## src/rtl/tccc_map.vh

```
// register map, field positions and reset values of the capture/compare counter
`ifndef TCCC_MAP_VH
`define TCCC_MAP_VH
`define TCCC_MAIN_CTRL    12'h000
`define TCCC_COUNT_HIGH   12'h004
`define TCCC_COUNT_LOW    12'h008
`define TCCC_LIMIT_HIGH   12'h00C
`define TCCC_LIMIT_LOW    12'h010
`define TCCC_CH0_CTRL     12'h014
`define TCCC_CH0_VAL_HIGH 12'h018
`define TCCC_CH0_VAL_LOW  12'h01C
`define TCCC_CH1_CTRL     12'h020
`define TCCC_CH1_VAL_HIGH 12'h024
`define TCCC_CH1_VAL_LOW  12'h028
`define TCCC_IRQ_STATUS   12'h02C
`define TCCC_F_WRAP_FLAG  7
`define TCCC_F_WRAP_IE    6
`define TCCC_F_HALT       5
`define TCCC_F_CLEAR      4
`define TCCC_F_CH_FLAG    7
`define TCCC_F_CH_IE      6
`define TCCC_F_CH_MSB     5
`define TCCC_F_CH_MSA     4
`define TCCC_F_CH_ELSB    3
`define TCCC_F_CH_ELSA    2
`define TCCC_F_CH_TOV     1
`define TCCC_F_CH_MAX     0
`define TCCC_MAIN_RESET   8'h20
`define TCCC_LIMIT_RESET  16'hFFFF
`define TCCC_EXT_CLK_SEL  3'h7
`endif

```

## src/rtl/tccc_top.v

```verilog
// two-channel capture/compare counter with apb register access
// Functional notes
// - wrap flag sets when count equals limit
// - flag clears by read-then-zero-write sequence
// - new wrap voids clear; writing one ignored
// - wrap interrupt requested when enabled and set, except while limit half-written
// - halt holds count; reset sets halt
// - halt inhibits input captures
// - clear bit zeros counter and prescaler
// - halt plus clear stops at zero
// - clock select: divide 1..64 or external
// - high read latches low byte
// - counter restarts at zero after limit
// - limit high write blocks wrap flag
// - limit resets to all ones
// - channel flag on edge or match
// - channel flag read-then-zero clear sequence
// - channel interrupt when flag and enable
// - pair link ignores channel 1 control
// - mode bit: compare/capture or initial level
// - capture edges rising, falling, both
// - compare pin action toggle, low, high
// - edge/level 00 releases pin to port
// - toggle on wrap, wrap beats match
// - full duty bit with toggle-on-wrap forces 100% next period
// - value high write blocks compares
// - value high read blocks captures
//
// The placing of the registers and the APB register port were decided locally.
`timescale 1ns/100ps
`include "tccc_map.vh"
module tccc_top (
  input  wire        pclk,
  input  wire        presetn,
  input  wire        psel,
  input  wire        penable,
  input  wire        pwrite,
  input  wire [11:0] paddr,
  input  wire [31:0] pwdata,
  output reg  [31:0] prdata,
  output reg         pready,
  output reg         pslverr,
  input  wire        external_count_clock_pin,
  input  wire [1:0]  channel_pin_in,
  output reg  [1:0]  channel_pin_out,
  output reg  [1:0]  channel_pin_oe,
  output reg         wrap_irq,
  output reg  [1:0]  channel_irq
);
  reg  [7:0]  main_ctrl;
  reg  [2:0]  clock_select_field;
  reg  [15:0] count;
  reg  [5:0]  prescale;
  reg  [15:0] limit;
  reg  [7:0]  limit_high_buf;
  reg         limit_block;
  reg  [7:0]  low_latch;
  reg         low_latched;
  reg         wrap_armed;
  reg         ext_prev;
  reg  [7:0]  ch_ctrl [0:1];
  reg  [15:0] ch_val [0:1];
  reg  [7:0]  ch_high_buf [0:1];
  reg  [1:0]  ch_block;
  reg  [1:0]  ch_armed;
  reg  [1:0]  pin_prev;
  reg  [1:0]  pin_level;
  reg  [1:0]  max_active;
  reg         active_ch;
  reg         ch1_pending;
  reg  [31:0] next_rdata;
  reg         next_err;
  wire        acc;
  wire        wr;
  wire        rd;
  wire        tick;
  wire        at_limit;
  wire        wrap_evt;
  wire        linked;
  reg         tick_src;
  integer     i;
  assign acc = psel & penable & ~pready;
  assign wr  = acc & pwrite;
  assign rd  = acc & ~pwrite;
  assign linked = ch_ctrl[0][`TCCC_F_CH_MSB];

  function [7:0] sel8;
    input [15:0] v;
    input        hi;
    begin
      sel8 = hi ? v[15:8] : v[7:0];
    end
  endfunction

  function hit;
    input [11:0] a;
    input [11:0] b;
    begin
      hit = (a == b);
    end
  endfunction

  always @* begin
    case (clock_select_field)
      3'h0:    tick_src = 1'b1;
      3'h1:    tick_src = (prescale[0] == 1'b1);
      3'h2:    tick_src = (prescale[1:0] == 2'h3);
      3'h3:    tick_src = (prescale[2:0] == 3'h7);
      3'h4:    tick_src = (prescale[3:0] == 4'hF);
      3'h5:    tick_src = (prescale[4:0] == 5'h1F);
      3'h6:    tick_src = (prescale == 6'h3F);
      default: tick_src = external_count_clock_pin & ~ext_prev;
    endcase
  end
  assign tick = tick_src & ~main_ctrl[`TCCC_F_HALT];
  assign at_limit = (count == limit);
  // wrap flag suppressed while limit half-written
  assign wrap_evt = tick & at_limit & ~limit_block;

  // read mux
  always @* begin
    next_rdata = 32'h0000_0000;
    next_err   = 1'b0;
    case (paddr)
      `TCCC_MAIN_CTRL:    next_rdata[7:0] = {main_ctrl[7:5], 2'b00, clock_select_field};
      `TCCC_COUNT_HIGH:   next_rdata[7:0] = count[15:8];
      `TCCC_COUNT_LOW:    next_rdata[7:0] = low_latched ? low_latch : count[7:0];
      `TCCC_LIMIT_HIGH:   next_rdata[7:0] = limit[15:8];
      `TCCC_LIMIT_LOW:    next_rdata[7:0] = limit[7:0];
      `TCCC_CH0_CTRL:     next_rdata[7:0] = ch_ctrl[0];
      `TCCC_CH0_VAL_HIGH: next_rdata[7:0] = sel8(ch_val[0], 1'b1);
      `TCCC_CH0_VAL_LOW:  next_rdata[7:0] = sel8(ch_val[0], 1'b0);
      `TCCC_CH1_CTRL:     next_rdata[7:0] = ch_ctrl[1];
      `TCCC_CH1_VAL_HIGH: next_rdata[7:0] = sel8(ch_val[1], 1'b1);
      `TCCC_CH1_VAL_LOW:  next_rdata[7:0] = sel8(ch_val[1], 1'b0);
      `TCCC_IRQ_STATUS:   next_rdata[7:0] = {5'h00, channel_irq, wrap_irq};
      default:            next_err = 1'b1;
    endcase
  end

  always @(posedge pclk or negedge presetn) begin
    if (!presetn) begin
      prdata  <= 32'h0000_0000;
      pready  <= 1'b0;
      pslverr <= 1'b0;
    end else begin
      pready  <= psel & penable & ~pready;
      pslverr <= psel & penable & ~pready & next_err;
      if (rd)
        prdata <= next_rdata;
    end
  end

  // counter, main control, limit
  always @(posedge pclk or negedge presetn) begin
    if (!presetn) begin
      main_ctrl          <= `TCCC_MAIN_RESET;
      clock_select_field <= 3'h0;
      count              <= 16'h0000;
      prescale           <= 6'h00;
      limit              <= `TCCC_LIMIT_RESET;
      limit_high_buf     <= 8'hFF;
      limit_block        <= 1'b0;
      low_latch          <= 8'h00;
      low_latched        <= 1'b0;
      wrap_armed         <= 1'b0;
      ext_prev           <= 1'b0;
      wrap_irq           <= 1'b0;
    end else begin
      ext_prev <= external_count_clock_pin;
      if (!main_ctrl[`TCCC_F_HALT])
        prescale <= prescale + 6'h01;
      if (tick) begin
        if (at_limit)
          count <= 16'h0000;
        else
          count <= count + 16'h0001;
      end
      // arm clear on read with flag set
      if (rd && hit(paddr, `TCCC_MAIN_CTRL) && main_ctrl[`TCCC_F_WRAP_FLAG])
        wrap_armed <= 1'b1;
      if (wr && hit(paddr, `TCCC_MAIN_CTRL)) begin
        main_ctrl[`TCCC_F_WRAP_IE] <= pwdata[`TCCC_F_WRAP_IE];
        main_ctrl[`TCCC_F_HALT]    <= pwdata[`TCCC_F_HALT];
        clock_select_field         <= pwdata[2:0];
        // zero write clears only if armed
        if (!pwdata[`TCCC_F_WRAP_FLAG] && wrap_armed)
          main_ctrl[`TCCC_F_WRAP_FLAG] <= 1'b0;
        wrap_armed <= 1'b0;
        if (pwdata[`TCCC_F_CLEAR]) begin
          // halt plus clear stops at zero
          count    <= 16'h0000;
          prescale <= 6'h00;
        end
      end
      if (wrap_evt) begin
        main_ctrl[`TCCC_F_WRAP_FLAG] <= 1'b1;
        wrap_armed <= 1'b0;
      end
      // high read latches low byte once
      if (rd && hit(paddr, `TCCC_COUNT_HIGH) && !low_latched) begin
        low_latch   <= count[7:0];
        low_latched <= 1'b1;
      end
      if (rd && hit(paddr, `TCCC_COUNT_LOW))
        low_latched <= 1'b0;
      if (wr && hit(paddr, `TCCC_MAIN_CTRL) && pwdata[`TCCC_F_CLEAR]) begin
        low_latch   <= 8'h00;
        low_latched <= 1'b0;
      end
      // high write blocks until low written
      if (wr && hit(paddr, `TCCC_LIMIT_HIGH)) begin
        limit_high_buf <= pwdata[7:0];
        limit_block    <= 1'b1;
      end
      if (wr && hit(paddr, `TCCC_LIMIT_LOW)) begin
        limit       <= {limit_high_buf, pwdata[7:0]};
        limit_block <= 1'b0;
      end
      wrap_irq <= main_ctrl[`TCCC_F_WRAP_IE] & main_ctrl[`TCCC_F_WRAP_FLAG] & ~limit_block;
    end
  end

  // channels
  reg [1:0] cap_evt;
  reg [1:0] cmp_evt;
  reg [1:0] ch_on;
  reg [1:0] is_cmp;
  reg [7:0] cfg [0:1];
  integer   c;
  always @* begin
    for (c = 0; c < 2; c = c + 1) begin
      cfg[c]    = (c == 1 && linked) ? 8'h00 : ch_ctrl[c];
      ch_on[c]  = cfg[c][`TCCC_F_CH_ELSB] | cfg[c][`TCCC_F_CH_ELSA];
      // mode bit selects compare or capture
      is_cmp[c] = cfg[c][`TCCC_F_CH_MSA] | (c == 0 && linked);
      cap_evt[c] = ~is_cmp[c] & ch_on[c] & ~main_ctrl[`TCCC_F_HALT] & ~ch_block[c] &
                   ((cfg[c][`TCCC_F_CH_ELSA] & channel_pin_in[c] & ~pin_prev[c]) |
                    (cfg[c][`TCCC_F_CH_ELSB] & ~channel_pin_in[c] & pin_prev[c]));
      cmp_evt[c] = is_cmp[c] & ~ch_block[c] & tick &
                   (count == ((c == 0 && linked) ? ch_val[active_ch] : ch_val[c]));
    end
  end

  always @(posedge pclk or negedge presetn) begin
    if (!presetn) begin
      for (i = 0; i < 2; i = i + 1) begin
        ch_ctrl[i]     <= 8'h00;
        ch_val[i]      <= 16'h0000;
        ch_high_buf[i] <= 8'h00;
      end
      ch_block        <= 2'b00;
      ch_armed        <= 2'b00;
      pin_prev        <= 2'b00;
      pin_level       <= 2'b00;
      max_active      <= 2'b00;
      active_ch       <= 1'b0;
      ch1_pending     <= 1'b0;
      channel_pin_out <= 2'b00;
      channel_pin_oe  <= 2'b00;
      channel_irq     <= 2'b00;
    end else begin
      pin_prev <= channel_pin_in;
      // buffered pair swaps to last written set at wrap
      if (wrap_evt && linked && ch1_pending) begin
        active_ch   <= ~active_ch;
        ch1_pending <= 1'b0;
      end
      for (i = 0; i < 2; i = i + 1) begin
        if (rd && hit(paddr, (i == 0) ? `TCCC_CH0_CTRL : `TCCC_CH1_CTRL) &&
            ch_ctrl[i][`TCCC_F_CH_FLAG])
          ch_armed[i] <= 1'b1;
        if (wr && hit(paddr, (i == 0) ? `TCCC_CH0_CTRL : `TCCC_CH1_CTRL)) begin
          ch_ctrl[i][6:0] <= (i == 0) ? pwdata[6:0] : {pwdata[6], 1'b0, pwdata[4:0]};
          if (!pwdata[`TCCC_F_CH_FLAG] && ch_armed[i])
            ch_ctrl[i][`TCCC_F_CH_FLAG] <= 1'b0;
          ch_armed[i] <= 1'b0;
          // preset level when edge/level is 00
          if (pwdata[3:2] == 2'b00)
            pin_level[i] <= ~pwdata[`TCCC_F_CH_MSA];
        end
        if (wr && hit(paddr, (i == 0) ? `TCCC_CH0_VAL_HIGH : `TCCC_CH1_VAL_HIGH)) begin
          ch_high_buf[i] <= pwdata[7:0];
          if (is_cmp[i])
            ch_block[i] <= 1'b1;
        end
        if (wr && hit(paddr, (i == 0) ? `TCCC_CH0_VAL_LOW : `TCCC_CH1_VAL_LOW)) begin
          ch_val[i]   <= {ch_high_buf[i], pwdata[7:0]};
          ch_block[i] <= 1'b0;
          if (linked)
            ch1_pending <= (i[0] != active_ch);
        end
        if (rd && hit(paddr, (i == 0) ? `TCCC_CH0_VAL_HIGH : `TCCC_CH1_VAL_HIGH) &&
            !is_cmp[i])
          ch_block[i] <= 1'b1;
        if (rd && hit(paddr, (i == 0) ? `TCCC_CH0_VAL_LOW : `TCCC_CH1_VAL_LOW) && !is_cmp[i])
          ch_block[i] <= 1'b0;
        if (cap_evt[i])
          ch_val[i] <= count;
        // full duty latched at period start
        if (wrap_evt)
          max_active[i] <= cfg[i][`TCCC_F_CH_MAX];
        if (is_cmp[i] && ch_on[i] && wrap_evt && cfg[i][`TCCC_F_CH_TOV])
          pin_level[i] <= ~pin_level[i];
        else if (cmp_evt[i] && ch_on[i] && !(cfg[i][`TCCC_F_CH_TOV] && max_active[i])) begin
          case (cfg[i][3:2])
            2'b01:   pin_level[i] <= ~pin_level[i];
            2'b10:   pin_level[i] <= 1'b0;
            2'b11:   pin_level[i] <= 1'b1;
            default: pin_level[i] <= pin_level[i];
          endcase
        end
        if (cap_evt[i] || cmp_evt[i]) begin
          ch_ctrl[i][`TCCC_F_CH_FLAG] <= 1'b1;
          ch_armed[i] <= 1'b0;
        end
        channel_pin_oe[i]  <= is_cmp[i] & ch_on[i];
        channel_pin_out[i] <= (cfg[i][`TCCC_F_CH_TOV] & max_active[i]) ? 1'b1 : pin_level[i];
        channel_irq[i] <= cfg[i][`TCCC_F_CH_FLAG] & cfg[i][`TCCC_F_CH_IE];
      end
    end
  end
endmodule

```

## config.mk

```make
export PLATFORM = sky130hd
export DESIGN_NAME = tccc_top
export DESIGN_NICKNAME = d
export VERILOG_FILES = /design/src/rtl/tccc_top.v
export VERILOG_INCLUDE_DIRS = /design/src /design/src/rtl
export SDC_FILE = /design/constraint.sdc
export NUM_CORES = 1
export LEC_CHECK = 0
export BUFFER_PORTS_ARGS = -buffer_cell sky130_fd_sc_hd__buf_4
export CAP_MARGIN = 20
export CORE_MARGIN = 2
export CORE_UTILIZATION = 59
export DETAILED_ROUTE_END_ITERATION = 8
export PLACE_DENSITY = 0.8
export SETUP_SLACK_MARGIN = 0.3
export SKIP_CTS_REPAIR_TIMING = 1
export SLEW_MARGIN = 0
export SYNTH_ARGS = -nofsm -noshare
export SYNTH_HDL_FRONTEND = slang
export SYNTH_SLANG_ARGS = --single-unit
export TNS_END_PERCENT = 20
```

## constraint.sdc

```tcl
create_clock -name pclk -period 3.6 [get_ports pclk]
set_clock_uncertainty 0.15 [all_clocks]
set_input_delay 0.72 -clock pclk [delete_from_list [all_inputs] [get_ports pclk]]
set_output_delay 0.72 -clock pclk [all_outputs]
set_load 0.005 [all_outputs]
```

==> results.ini <==
[outcome]
status = completed

[placed_design]
io_buffers = 44
gp_congestion = 1.030
dpl.hpwl_um = 18000

[pwr]
power_density_nw_per_um2 = 458.8
vdd_drop_max_uv = 304.2
p_leak_nw = 4.240
p_total_mw = 4.459

[timing]
finalHoldViolCount = 0
timing.final.crit_share_pct = 89.37
period_minus_slack_ns = 3.217
rsz0062_at_grt = no
worst_pin_slew_ns = 0.7748
max_freq_mhz = 310.8
slew_headroom_pct = 47.95
slew_violations = 0
timing.setup.tns_ns = 0
finalSetupViolCount = 0

[drt]
route.detailed.drc = 0
wire_per_inst_um = 23.26
drt-total-wl_um = 25570
firstDrtPassIters = 6
ant_nets = 0
initialDrtViolationCount = 999
viasPerCell = 6.525
num_vias = 7171

[worst_setup_path]
end_kind = flip-flop
critical_path.top_delay_family = simple AND/OR/NAND/NOR gates
cp_data_required_time_ns = 3.75
reg2reg_depth = 8
criticalPathCategory = flip-flop to flip-flop
rr_startpoint = cfg[13]$_DFFE_PN0P_
worstSetupStartpointType = flip-flop
crit_path_max_incr_delay_ns = 0.63
critical_path.startpoint = cfg[13]$_DFFE_PN0P_
crit_buf_inv = 0
critPathMaxFanout = 11
crit_arrival_ns = 3.37
cp.depth = 8
crit_slowest_cell = or4_1
crit_chain = nand2_2 > mux2_1 > a222oi_1 > nand4_1 > or4_1 > o31a_1 > o22ai_1 > o221ai_1

[floorplanning]
start_util_pct = 59.81
dieWidth_um = 124.7
dieArea_um2 = 15550
io_pins = 93
rows = 44
die_y_um = 124.7
core-area_um2 = 14370

[synthesis]
syn_area_um2 = 8594
yosysSeqAreaShare_pct = 45.79
ys_top_cells_by_count = dfrtp_1 (131), nor2_1 (91), mux2_2 (63)
synth_flop_cell = dfrtp_1
yosysMostFrequentCell = dfrtp_1
async_flop_share_pct = 100.0
yosysWarnings = 0
avgSynthCellArea_um2 = 10.03
synth-seq-cells = 156
synth_cell_type_count = 70
syn_inst = 857
yosysTopAreaCellShare_pct = 38.14
synth_top_area_cell = dfrtp_1
synth_edf_count = 0
synth.area.top_cells = dfrtp_1 (38%), mux2_2 (8.3%), dfstp_2 (7.6%), mux2i_1 (6.5%), nor2_1 (4.0%)

[global_routing]
gr-usage-all-layers_pct = 33.80
antenna_found_initial = 0
grt_max_degree = 83
grt_overflow = 0
grt_pass1_wl_um = 39960
grt_pass1_vias = 6856

[layout]
layout.nets = 958
multi_input_area_um2 = 4288
diodes = 0
drive_above_1_share_pct = 23.28
syn2layout_area_growth_pct = 13.10
regArea_um2 = 3935
fillers = 1100

[cts]
numCtsBuffers = 17
cts.sinks = 156
cts_tree = done
clkLatencyLatePin_ns = 0.43
root_buffer = clkbuf_16
clk_pin_slew_ns = 0.07
cts_buffer_depth = 2
htree_levels = 4

[worst_hold_path]
min_path_type = primary input to asynchronous set/reset pin

[flow_run]
maxCapViolations = 0

## flip-flops by register name, indices dropped and copies added, names as in the netlist, 2 cells and up, named ones only
| signal | cells |
|---|---|
| cfg | 8 |
| ch_armed | 2 |
| ch_block | 2 |
| ch_ctrl | 7 |
| ch_high_buf | 16 |
| ch_val | 32 |
| channel_irq | 2 |
| channel_pin_oe | 2 |
| channel_pin_out | 2 |
| clock_select_field | 3 |
| count | 16 |
| limit | 16 |
| limit_high_buf | 8 |
| low_latch | 8 |
| main_ctrl | 3 |
| max_active | 2 |
| pin_level | 2 |
| pin_prev | 2 |
| prdata | 8 |
| prescale | 6 |
## worst paths after layout
| path | to | slack, ns |
|---|---|---|
| max in group asynchronous | limit[2]$_DFFE_PN1P_ | 2.41 |
| setup reg to reg | pin_level[0]$_DFFE_PN0P_ | 0.38 |
| hold reg to reg | pin_level[1]$_DFFE_PN0P_ | 0.31 |
| min in group pclk | ext_prev$_DFF_PN0_ | 0.26 |
| hold / removal | ch_high_buf[5]$_DFFE_PN0P_ | 0.02 |
| setup / recovery | pin_level[0]$_DFFE_PN0P_ | 0.38 |
## placed cells by master (no fill, tap or decap), types with 5 or more instances in the layout
cell       instances
dfrtp_1          131
nor2_1            91
buf_4             76
mux2_2            63
nand2_1           57
mux2i_1           56
a21oi_1           41
xnor2_1           33
dfstp_2           25
conb_1            24
inv_1             21
clkbuf_16         19
nand3_1           17
nor2b_1           16
o21ai_1           16
o21ai_0           15
a31oi_1           13
nand4_1           12
a22oi_1           12
nand2b_1          11
xor2_1            10
a21o_1            10
and2_1             9
and3_1             9
nor3_1             9
nor4_1             9
a221oi_1           7
a22o_1             7
nand3b_1           6
o22ai_1            6
a222oi_1           5
a2111oi_0          5
## kinds of logic (layout without fill, tap and decap cells)
group	after synthesis	count (layout)	synth area share [%]
compound gates	165	165	12.80
xor+xnor	43	43	4.382
fa+ha+maj	4	4	0.5823
buf+inv	97	132	5.547
flops	156	156	45.79
mux	121	121	15.17
other cells	1	24	0.04363
simple gates	270	270	15.69
## cell type report
class,count,share of cell area [%]
Clock buffer,25,5.432
Clock inverter,7,0.5664
Inverter,22,0.8495
Multi-Input combinational cell,627,44.11
Sequential cell,156,40.48
Tap cell,184,2.368
Timing Repair Buffer,78,6.191
## per-stage QoR
stage,hold WS (ns),cells,utilization [%],setup slack (ns),cell area [um^2]
3_3_place_gp,0.2947,1067,63.53,0.5633,9129
5_1_grt,0.02718,1099,67.65,0.3288,9721
6_report,0.01566,1099,67.65,0.3827,9721
2_1_floorplan,0.2744,880,-,0.8273,8681
4_1_cts,0.02294,1099,67.59,0.4730,9712
3_5_place_dp,0.2955,1067,63.53,0.4924,9129
## layer usage
metal	GRT usage (%)	share of wire [%]	up-vias
met2	51.08	44	502
met5	0	0	-
met1	45.84	39	3449
li1	-	-	3104
met4	15.47	5.2	0
met3	8.978	12	116
## power breakdown
| part | internal [mW] | total, mW | switching [mW] |
|---|---|---|---|
| registers | 1.86 | 2.04 | 0.180 |
| logic | 0.273 | 0.661 | 0.388 |
| clock network | 1.02 | 1.76 | 0.735 |
Note: power is estimated with default switching activity, not from simulation.
